$ cat config.mk
export PLATFORM = sky130hd
export DESIGN_NAME = global_pin_function_and_irq_summary
export DESIGN_NICKNAME = d
export VERILOG_FILES = /design/src/pinmux_pkg.sv /design/src/global_pin_function_and_irq_summary.sv
export VERILOG_INCLUDE_DIRS = /design/src /design/src/src
export SDC_FILE = /design/constraint.sdc
export NUM_CORES = 1
export LEC_CHECK = 0
export BUFFER_PORTS_ARGS = -buffer_cell sky130_fd_sc_hd__buf_4
export CAP_MARGIN = 20
export CORE_MARGIN = 2
export CORE_UTILIZATION = 44
export DETAILED_ROUTE_END_ITERATION = 7
export GPL_TIMING_DRIVEN = 0
export HOLD_SLACK_MARGIN = 0.08
export PLACE_DENSITY = 0.82
export SLEW_MARGIN = 20
export SYNTH_ARGS = -nofsm -noshare
export SYNTH_HDL_FRONTEND = slang
export SYNTH_SLANG_ARGS = --single-unit
$ cat constraint.sdc
create_clock -name core_clk -period 2.6 [get_ports core_clk]
set_clock_uncertainty 0.2 [all_clocks]
set_input_delay 0.13 -clock core_clk [delete_from_list [all_inputs] [get_ports core_clk]]
set_output_delay 0.13 -clock core_clk [all_outputs]
set_load 0.01 [all_outputs]
$ cat src/pinmux_consts.svh
`ifndef PINMUX_CONSTS_SVH
`define PINMUX_CONSTS_SVH

// Register offsets, as byte addresses on the register port.
`define OFF_CONTROL_ONE 10'h002
`define OFF_CONTROL_TWO 10'h004
`define OFF_PIN_FUNC 10'h00a
`define OFF_IRQ_SUMMARY 10'h010
`define OFF_IRQ_ENABLE 10'h012
`define OFF_PIN_LEVEL 10'h01c

// Reset values.
`define RST_CONTROL_ONE 16'h0000
`define RST_CONTROL_TWO 16'h0000
`define RST_PIN_FUNC 16'h0000
`define RST_IRQ_ENABLE 16'h0000

// Writable bits of each register; all others read as zero.
`define WMASK_CONTROL_ONE 16'h40f8
`define WMASK_CONTROL_TWO 16'h1f0f
`define WMASK_PIN_FUNC 16'hffff
`define WMASK_IRQ_ENABLE 16'h00f3

// Field positions in global_control_one.
`define BIT_IRQ_IDLE_DRIVE 14
`define BIT_MANUAL_ERR_INSERT 7
`define BIT_ERR_SRC_SELECT 6
`define POS_MONITOR_MODE 4
`define BIT_MONITOR_UPDATE 3

// Field positions in global_control_two.
`define BIT_REF_OUT_SELECT 9
`define BIT_REF_IN_SELECT 8
`define POS_ADAPTER_UPPER 2
`define POS_ADAPTER_LOWER 0

// Field positions in the summary register and its enable.
`define POS_PORT_SUMMARY 4
`define BIT_TX_SYSIF_SUMMARY 1
`define BIT_GLOBAL_SUMMARY 0

// Monitor update modes: 01 borrows pin 8, 00 takes the register bit.
`define MONITOR_MODE_PIN 2'h1
`define MONITOR_MODE_SOFT 2'h0

// Pin indices with a shared duty.
`define PIN_REF_OUT 1
`define PIN_REF_IN 3
`define PIN_ERR_IN 5
`define PIN_UPDATE_IN 7

`endif

$ cat src/pinmux_pkg.sv
`default_nettype none
package pinmux_pkg;

    typedef enum logic [1:0] {
        FN_INPUT = 2'h0,
        FN_STATUS = 2'h1,
        FN_LOW = 2'h2,
        FN_HIGH = 2'h3
    } pin_fn_t;

    typedef enum logic [1:0] {
        RATE_ALL_INPUT = 2'h0,
        RATE_DS3 = 2'h1,
        RATE_E3 = 2'h2,
        RATE_STS1 = 2'h3
    } rate_kind_t;

    typedef struct packed {
        logic [9:0] addr;
        logic [15:0] wdata;
        logic wr;
        logic rd;
    } reg_req_t;

    typedef struct packed {
        logic [15:0] control_one;
        logic [15:0] control_two;
        logic [15:0] pin_func;
        logic [15:0] irq_enable;
        logic [15:0] rdata;
        logic irq_active;
    } state_t;

endpackage
`default_nettype wire

$ cat src/global_pin_function_and_irq_summary.sv
// Notes on behaviour
// - Reference-out select drives pin 2 with reference.
// - Reference-in select takes pin 4 as reference.
// - Internal reference input low when not selected.
// - Upper adapter bits pick first-pin input clock.
// - DS3/E3 input: lower bits place other clocks.
// - STS-1 input placement; unused outputs stay low.
// - Pin select: input, status, low, high.
// - Status pins carry port A/B status pairs.
// - Pin 8 select ignored in pin update mode.
// - Pin 6 select honoured only with register source.
// - Pin 4 select honoured only without reference-in.
// - Pin 2 select honoured only without reference-out.
// - Port summary bit set when port flags set.
// - Transmit summary bit from enabled latched flags.
// - Global summary bit from enabled latched flags.
// - Interrupt pin low on enabled summary bit.
// - Idle interrupt pin floats or drives high.
// - Pin level register reports all eight pins.
// - Error-insert request taken from pin 6.
// - Monitor update request taken from pin 8.
//
// The implementer's own choice: the plain strobed port.
`include "pinmux_consts.svh"
`default_nettype none

module global_pin_function_and_irq_summary
(
    // Clock and reset
    input wire logic core_clk,
    input wire logic nrst,
    // Register port
    input wire pinmux_pkg::reg_req_t reg_req,
    output logic [15:0] reg_rdata,
    // Sources of the summary bits
    input wire logic [63:0] port_interrupt_flags,
    input wire logic [15:0] tx_sysif_flags,
    input wire logic [15:0] tx_sysif_enables,
    input wire logic [15:0] global_latched_flags,
    input wire logic [15:0] global_latched_enables,
    // Per-port status, already chosen by each port's selectors
    input wire logic [3:0] port_status_a,
    input wire logic [3:0] port_status_b,
    // Reference and timing
    input wire logic global_ref_output,
    input wire logic one_second_tick,
    output logic internal_ref_input,
    output logic err_insert_request,
    output logic monitor_update_request,
    // General-purpose pins, index 0 is pin 1
    input wire logic [7:0] gpio_in,
    output logic [7:0] gpio_out,
    output logic [7:0] gpio_oe_n,
    // Rate clock pins, index 0 is the first pin
    input wire logic adapter_ds3_clk,
    input wire logic adapter_e3_clk,
    input wire logic adapter_sts1_clk,
    input wire logic [2:0] rate_pin_in,
    output logic [2:0] rate_pin_out,
    output logic [2:0] rate_pin_oe_n,
    output logic recovery_ref_clk,
    output pinmux_pkg::rate_kind_t recovery_ref_kind,
    // Interrupt pin
    output logic irq_out,
    output logic irq_oe_n
);
    import pinmux_pkg::*;

    state_t s;
    state_t next_s;
    logic [15:0] summary;
    logic [15:0] pin_level;
    logic [3:0] port_any;
    logic ref_out_sel;
    logic ref_in_sel;
    logic err_src_pin;
    logic [1:0] monitor_mode;
    rate_kind_t adapter_upper;
    logic [1:0] adapter_lower;
    logic partner_clk;
    logic rest_clk;

    assign ref_out_sel = s.control_two[`BIT_REF_OUT_SELECT];
    assign ref_in_sel = s.control_two[`BIT_REF_IN_SELECT];
    assign err_src_pin = s.control_one[`BIT_ERR_SRC_SELECT];
    assign monitor_mode = s.control_one[`POS_MONITOR_MODE +: 2];
    assign adapter_upper = rate_kind_t'(s.control_two[`POS_ADAPTER_UPPER +: 2]);
    assign adapter_lower = s.control_two[`POS_ADAPTER_LOWER +: 2];

    // Summary bits are pure functions of their sources, so they clear on their own
    // and nothing a write does can reach them.
    genvar p;
    generate
        for (p = 0; p < 4; p++)
        begin : g_port_any
            assign port_any[p] = |port_interrupt_flags[16*p +: 16];
        end
    endgenerate

    always_comb
    begin
        summary = 16'h0000;
        summary[`POS_PORT_SUMMARY +: 4] = port_any;
        summary[`BIT_TX_SYSIF_SUMMARY] = |(tx_sysif_flags & tx_sysif_enables);
        summary[`BIT_GLOBAL_SUMMARY] = |(global_latched_flags & global_latched_enables);
    end

    // The general-purpose and rate pin drivers are combinational so a reference or status level reaches
    // the pin without a cycle of skew; only reg_rdata and the interrupt pin drive are flopped.
    genvar i;
    generate
        for (i = 0; i < 8; i++)
        begin : g_pin
            logic forced_in;
            logic ref_drive;
            logic status_bit;
            pin_fn_t fn;
            assign forced_in = ((i == `PIN_REF_IN) && ref_in_sel)
                || ((i == `PIN_ERR_IN) && err_src_pin)
                || ((i == `PIN_UPDATE_IN) && (monitor_mode == `MONITOR_MODE_PIN));
            assign ref_drive = (i == `PIN_REF_OUT) && ref_out_sel;
            assign fn = forced_in ? FN_INPUT : pin_fn_t'(s.pin_func[2*i +: 2]);
            assign status_bit = (i % 2 == 0) ? port_status_a[i/2] : port_status_b[i/2];
            assign gpio_oe_n[i] = !(ref_drive || (fn != FN_INPUT));
            assign gpio_out[i] = ref_drive ? global_ref_output
                : ((fn == FN_HIGH) || ((fn == FN_STATUS) && status_bit));
            assign pin_level[i] = gpio_oe_n[i] ? gpio_in[i] : gpio_out[i];
        end
    endgenerate
    assign pin_level[15:8] = 8'h00;

    assign internal_ref_input = ref_in_sel ? gpio_in[`PIN_REF_IN] : 1'b0;
    assign err_insert_request = err_src_pin ? gpio_in[`PIN_ERR_IN]
        : s.control_one[`BIT_MANUAL_ERR_INSERT];

    always_comb
    begin
        if (monitor_mode == `MONITOR_MODE_PIN)
        begin
            monitor_update_request = gpio_in[`PIN_UPDATE_IN];
        end
        else if (monitor_mode == `MONITOR_MODE_SOFT)
        begin
            monitor_update_request = s.control_one[`BIT_MONITOR_UPDATE];
        end
        else
        begin
            monitor_update_request = one_second_tick;
        end
    end

    // The partner clock is the one placed alone on the second pin by lower code 01;
    // the rest clock is the one placed alone on the third pin by lower code 10.
    always_comb
    begin
        unique case (adapter_upper)
            RATE_DS3:
            begin
                partner_clk = adapter_e3_clk;
                rest_clk = adapter_sts1_clk;
            end
            RATE_E3:
            begin
                partner_clk = adapter_ds3_clk;
                rest_clk = adapter_sts1_clk;
            end
            RATE_STS1:
            begin
                partner_clk = adapter_e3_clk;
                rest_clk = adapter_ds3_clk;
            end
            RATE_ALL_INPUT:
            begin
                partner_clk = 1'b0;
                rest_clk = 1'b0;
            end
        endcase
    end

    always_comb
    begin
        rate_pin_out = 3'h0;
        rate_pin_oe_n = 3'h1;
        if (adapter_upper == RATE_ALL_INPUT)
        begin
            rate_pin_oe_n = 3'h7;
        end
        else
        begin
            unique case (adapter_lower)
                2'h1: rate_pin_out[1] = partner_clk;
                2'h2: rate_pin_out[2] = rest_clk;
                2'h3: rate_pin_out[2:1] = {partner_clk, rest_clk};
                2'h0: rate_pin_out = 3'h0;
            endcase
        end
    end

    // In mode 00 the first pin still means DS3, so the recovery reference is that pin.
    assign recovery_ref_clk = rate_pin_in[0];
    assign recovery_ref_kind = (adapter_upper == RATE_ALL_INPUT) ? RATE_DS3 : adapter_upper;

    always_comb
    begin
        next_s = s;
        next_s.rdata = 16'h0000;
        if (reg_req.wr)
        begin
            unique case (reg_req.addr)
                `OFF_CONTROL_ONE: next_s.control_one = reg_req.wdata & `WMASK_CONTROL_ONE;
                `OFF_CONTROL_TWO: next_s.control_two = reg_req.wdata & `WMASK_CONTROL_TWO;
                `OFF_PIN_FUNC: next_s.pin_func = reg_req.wdata & `WMASK_PIN_FUNC;
                `OFF_IRQ_ENABLE: next_s.irq_enable = reg_req.wdata & `WMASK_IRQ_ENABLE;
                default: next_s.rdata = 16'h0000;
            endcase
        end
        if (reg_req.rd)
        begin
            unique case (reg_req.addr)
                `OFF_CONTROL_ONE: next_s.rdata = s.control_one;
                `OFF_CONTROL_TWO: next_s.rdata = s.control_two;
                `OFF_PIN_FUNC: next_s.rdata = s.pin_func;
                `OFF_IRQ_SUMMARY: next_s.rdata = summary;
                `OFF_IRQ_ENABLE: next_s.rdata = s.irq_enable;
                `OFF_PIN_LEVEL: next_s.rdata = pin_level;
                default: next_s.rdata = 16'h0000;
            endcase
        end
        next_s.irq_active = |(summary & s.irq_enable);
    end

    always_ff @(posedge core_clk or negedge nrst)
    begin
        if (!nrst)
        begin
            s.control_one <= `RST_CONTROL_ONE;
            s.control_two <= `RST_CONTROL_TWO;
            s.pin_func <= `RST_PIN_FUNC;
            s.irq_enable <= `RST_IRQ_ENABLE;
            s.rdata <= 16'h0000;
            s.irq_active <= 1'b0;
        end
        else
        begin
            s <= next_s;
        end
    end

    assign reg_rdata = s.rdata;

    // Idle behaviour of the interrupt pin lets several devices share one wire.
    assign irq_out = !s.irq_active && s.control_one[`BIT_IRQ_IDLE_DRIVE];
    assign irq_oe_n = !s.irq_active && !s.control_one[`BIT_IRQ_IDLE_DRIVE];
endmodule
`default_nettype wire

**Word level (Yosys, flattened, before mapping)**

Index checks and enable logic that the tools add are counted.

- Latch bits: 0
- RAM bits: 0
- Bits in read-only memories: 0
- Bits in registers: 54
- Memories: 0

- Muxes and demuxes: 25
- $lt $le $gt $ge: 0
- Reduce and logical (&&, ||, !) cells: 52
- $add $sub $neg: 0
- Multiply operators: 0
- Divide/modulo/power cells: 0
- Shifts and indexed selects: 0
- Bitwise operators: 3
- Equal/unequal tests: 29

Operator list:

| cell | number |
|---|---|
| 16-bit OR reduction | 7 |
| 16-bit one-hot mux with 6 select lines | 1 |
| 16-bit bitwise AND | 2 |
| 10-bit by 5-bit == test with 1-bit output, second input constant | 3 |
| 2-bit == test, second input constant | 12 |
| 2-bit by 1-bit == test with 1-bit output, second input constant | 11 |
| 16-bit 2-to-1 mux | 1 |
| 2-bit nonzero test | 8 |
| 1-bit 2-to-1 mux | 13 |
| 10-bit by 2-bit == test with 1-bit output, second input constant | 1 |
| 10-bit by 3-bit == test with 1-bit output, second input constant | 1 |
| 10-bit by 4-bit == test with 1-bit output, second input constant | 1 |
| 1-bit logical AND | 10 |
| 1-bit zero test | 10 |
| 1-bit logical OR | 9 |
| 8-bit bitwise AND | 1 |
| 2-bit 2-to-1 mux | 4 |
| 1-bit one-hot mux with 2 select lines | 4 |
| 2-bit AND reduction | 4 |
| 3-bit 2-to-1 mux | 2 |
| 2-bit zero test | 2 |
| 2-bit OR reduction | 2 |

**Depth between registers and ports, before layout**

- Depth after elaboration: 8
- Mapped depth: 7

**Least setup slack after synthesis**

Ideal clock, no wire load.

- Path type: input -> register
- Start: in reg_req[18] (netlist name)
- End: reg s (netlist bit g_pin[2].fn[1])
- Stages: 5
- Data required time: 2,275 ps
- Arrival: 1,702 ps
- Slack: 572 ps
- Cell sequence: or4_4 nor4_4 nand2_4 buf_6 mux2_4

- Word-level cells in the longest chain between the ends: 2

RTL lines:

| item | line | RTL |
|---|---|---|
| from (decl) | global_pin_function_and_irq_summary.sv:33 | `input wire pinmux_pkg::reg_req_t reg_req,` |
| 10-bit by 4-bit == test with 1-bit output | global_pin_function_and_irq_summary.sv:209 | `unique case (reg_req.addr)` |
| 2-bit AND reduction (no source line) | n/a |  |
| to (signal assigned) | global_pin_function_and_irq_summary.sv:245 | `s <= next_s;` |
| to (decl) | global_pin_function_and_irq_summary.sv:69 | `state_t s;` |

Every way passes these cells.
A chain may end at the register's enable or synchronous reset.

**Worst setup path in the final report**

- Start: in reg_req[18] (netlist name)
- End: reg s[48] (netlist name)

The elaborated chain is that of the path after synthesis.

==> metrics <==
initial antenna violation count=2; number of remaining DRC errors=0; Final setup viols=0; GRT overflow=0; I/O Pins=228; synthesized area=3130 sq um; Placer Congestion=0.919; crit-path max cell delay=0.59 ns; yosys warns=0; synthesis-stage register bit count=54; Fin. Hold Viols=0; Synth Area in XOR/XNOR=0; largest net degree at the start of global routing=55; Tot GR Track Use=0.304; worst reg-to-reg setup slack=0.99 ns; nets=732; fin cells=648; WL final=11600 um; DP Cell Count=614; TritonCTS Buffers=5; reg2reg path depth=5; Antenna Nets Post-Route=0; post-synth cell types=47; vias in the first global route=3706; most frequent cells in the layout=buf_4, dfrtp_1, mux2_2, dlygate4sd3_1, nor2_1; vias per inst=5.46; Seq/Total Area, Yosys=0.431; Final Util=0.775; main combinational cell family by area after synthesis=simple AND/OR/NAND/NOR gates; CP delay by family, top=simple AND/OR/NAND/NOR gates; Worst setup SP type=primary input; crit path kind=primary input to flop; first-pass GRT wire length=17900 um; leak pwr=2.71 nW; Hold EP=reg_rdata[0]$_DFF_PN0_; Hold Crit Start=reg_req[19]; Worst path slowest cell=nor4_4; Synth Flop Type=dfrtp_1; peak fanout along the critical path=8; mux cell area share after synthesis=0.158; EDFF count, synth=0; CTS resizes=0; Clock Latency Late Sink=0.31 ns; vias post-DR=3539; hold path depth=5; min cycle time layout=2.49 ns; buffers added on ports=220; Reg clk slew, reported paths=0.09 ns; clk buf depth=2; r2r startpoint=monitor_mode[1]$_DFFE_PN0P_; H-tree depth reported by CTS=2; layout overhead on the synthesized area=68.9%; r2r endpoint=reg_rdata[7]$_DFF_PN0_; core area=6830 sq um; post-DP HPWL=9280 um; Sink Count=54; status=completed; CTS tree=built; Compound-Gate Fraction of Synth Area=0.162; post-synthesis cell count=298; asr flop ratio synth=1.00; Die W=88.4 um; max frequency=401 MHz; Mean Syn Cell Area=10.5 sq um; Root Driver=clkbuf_8; worst path required time=2.60 ns; RSZ-0062 raised after global routing=false; initial core utilization=0.459; worst-margin pin slew=0.888 ns; die height=88.4 um; CP Capture Type=flop; WL/cell=18.0 um; final slew viol count=0; CP arrival=2.49 ns; Final Cycle Share=0.958; Post-Synth Simple-Gate Area=0.178; drt pass-1 iters=4; commonest non-fill, non-tap cell in the layout=buf_4; Detailed Route Iter0 Violations=168; worst min-delay path class=primary input to flop; share of layout cells above drive strength 1=0.539; Worst IR Drop VDD=0.000235 V; pwr/cell area=346 nW/um^2; Slew headroom=0.403; WP buf/inv=2; row count=30; crit-path cells=buf_4 -> or4_4 -> nor4_4 -> nand2_4 -> mux2_2 -> dlygate4sd3_1; max-cap check violation count=0; adder-cell area share of the yosys netlist=0; die area=7810 sq um; Syn Nets=480
==> per-stage QoR <==
step	hold slack (ns)	setup WS [ns]	area, sq um	power (mW)	setup TNS, ns
after global routing	0.115	0.0165	5290	1.89	0
after detailed placement	0.00580	0.0960	4910	1.22	0
final	0.104	0.108	5290	1.83	0
after floorplan	-0.366	0.572	3130	0.951	0
after global placement	0.00570	-0.0742	4910	1.21	-0.0742
after CTS	0.0974	0.167	5280	1.83	0
==> worst max path at each step <==
stage / from / endpoint / slack [ns] / depth (start not counted)
after floorplan: reg_req[18] / g_pin[2].fn[1]$_DFFE_PN0P_ / 0.57 / 5
after global placement: reg_req[18] / reg_rdata[1]$_DFF_PN0_ / -0.07 / 6
after detailed placement: reg_req[18] / reg_rdata[3]$_DFF_PN0_ / 0.1 / 6
after CTS: reg_req[18] / g_pin[1].fn[0]$_DFFE_PN0P_ / 0.17 / 6
after global routing: reg_req[18] / s[48]$_DFFE_PN0P_ / 0.02 / 6
final: reg_req[18] / s[48]$_DFFE_PN0P_ / 0.11 / 6
==> Yosys cell counts (3+ instances only) <==
library cell | n | area (sq um)
a21oi_1 | 14 | 70.1
a221oi_1 | 9 | 78.8
a22o_1 | 8 | 70.1
a22oi_1 | 7 | 52.6
a2bb2oi_1 | 4 | 35.0
a31oi_1 | 4 | 25.0
and2_1 | 3 | 18.8
and4_1 | 5 | 43.8
buf_4 | 20 | 150
clkbuf_1 | 4 | 15.0
dfrtp_1 | 54 | 1350
inv_1 | 7 | 26.3
mux2_2 | 29 | 327
mux2_4 | 10 | 150
nand2_1 | 18 | 67.6
nand2b_1 | 8 | 50.1
nand3_1 | 3 | 15.0
nor2_1 | 20 | 75.1
nor3b_1 | 3 | 22.5
nor4_1 | 20 | 125
o21a_1 | 4 | 30.0
o21ai_0 | 8 | 40.0
==> flip-flops by register name, summed over array words and instances, names as in the netlist <==
name / cells
s: 19
reg_rdata: 16
g_pin.fn: 10
adapter_lower: 2
adapter_upper: 2
monitor_mode: 2
err_src_pin: 1
g_pin.ref_drive: 1
g_pin.forced_in: 1
==> worst register-to-register path: stages (launching register included) <==
cell      delay (ns)
dfrtp_1         0.43
nand2b_1        0.18
o211a_1         0.16
a21oi_1         0.15
o21ai_0         0.10
o31a_1          0.29
==> per-layer routing <==
layer | GRT usage | share of wire | vias up
li1 | - | - | 1616
met1 | 0.365 | 0.40 | 1696
met2 | 0.525 | 0.49 | 196
met3 | 0.0905 | 0.087 | 29
met4 | 0.0950 | 0.019 | 2
met5 | 0 | 0.0010 | -
==> final cells by class <==
type	instances	area, sq um
clock buffer	6	82.6
tap	96	120
fill	489	1540
sequential	54	1350
inverter	8	30.0
buffer	26	181
timing repair buffer	245	1900
multi-input combinational	210	1580
clock inverter	2	38.8
antenna	1	2.50
==> timing repair <==
action | CTS | global route
hold endpoints to repair | 104 | 0
endpoints found under the setup margin | 0 | 0
hold buffers | 25 | 0
buffers inserted | 0 | 0
==> cell families after synthesis <==
group                  Yosys count
AO/OA/AOI/OAI                   71
buffers and inverters           34
flip-flops                      54
multiplexers                    41
other                            2
AND/OR/NAND/NOR                 96
==> where the power goes <==
part	switching, mW	total [mW]	internal [mW]	leakage (nW)
registers	0.0108	0.860	0.849	0.753
logic	0.130	0.375	0.245	1.90
clock network	0.280	0.597	0.317	0.0618
total	0.420	1.83	1.41	2.71
(Power assumes the default switching activity.)
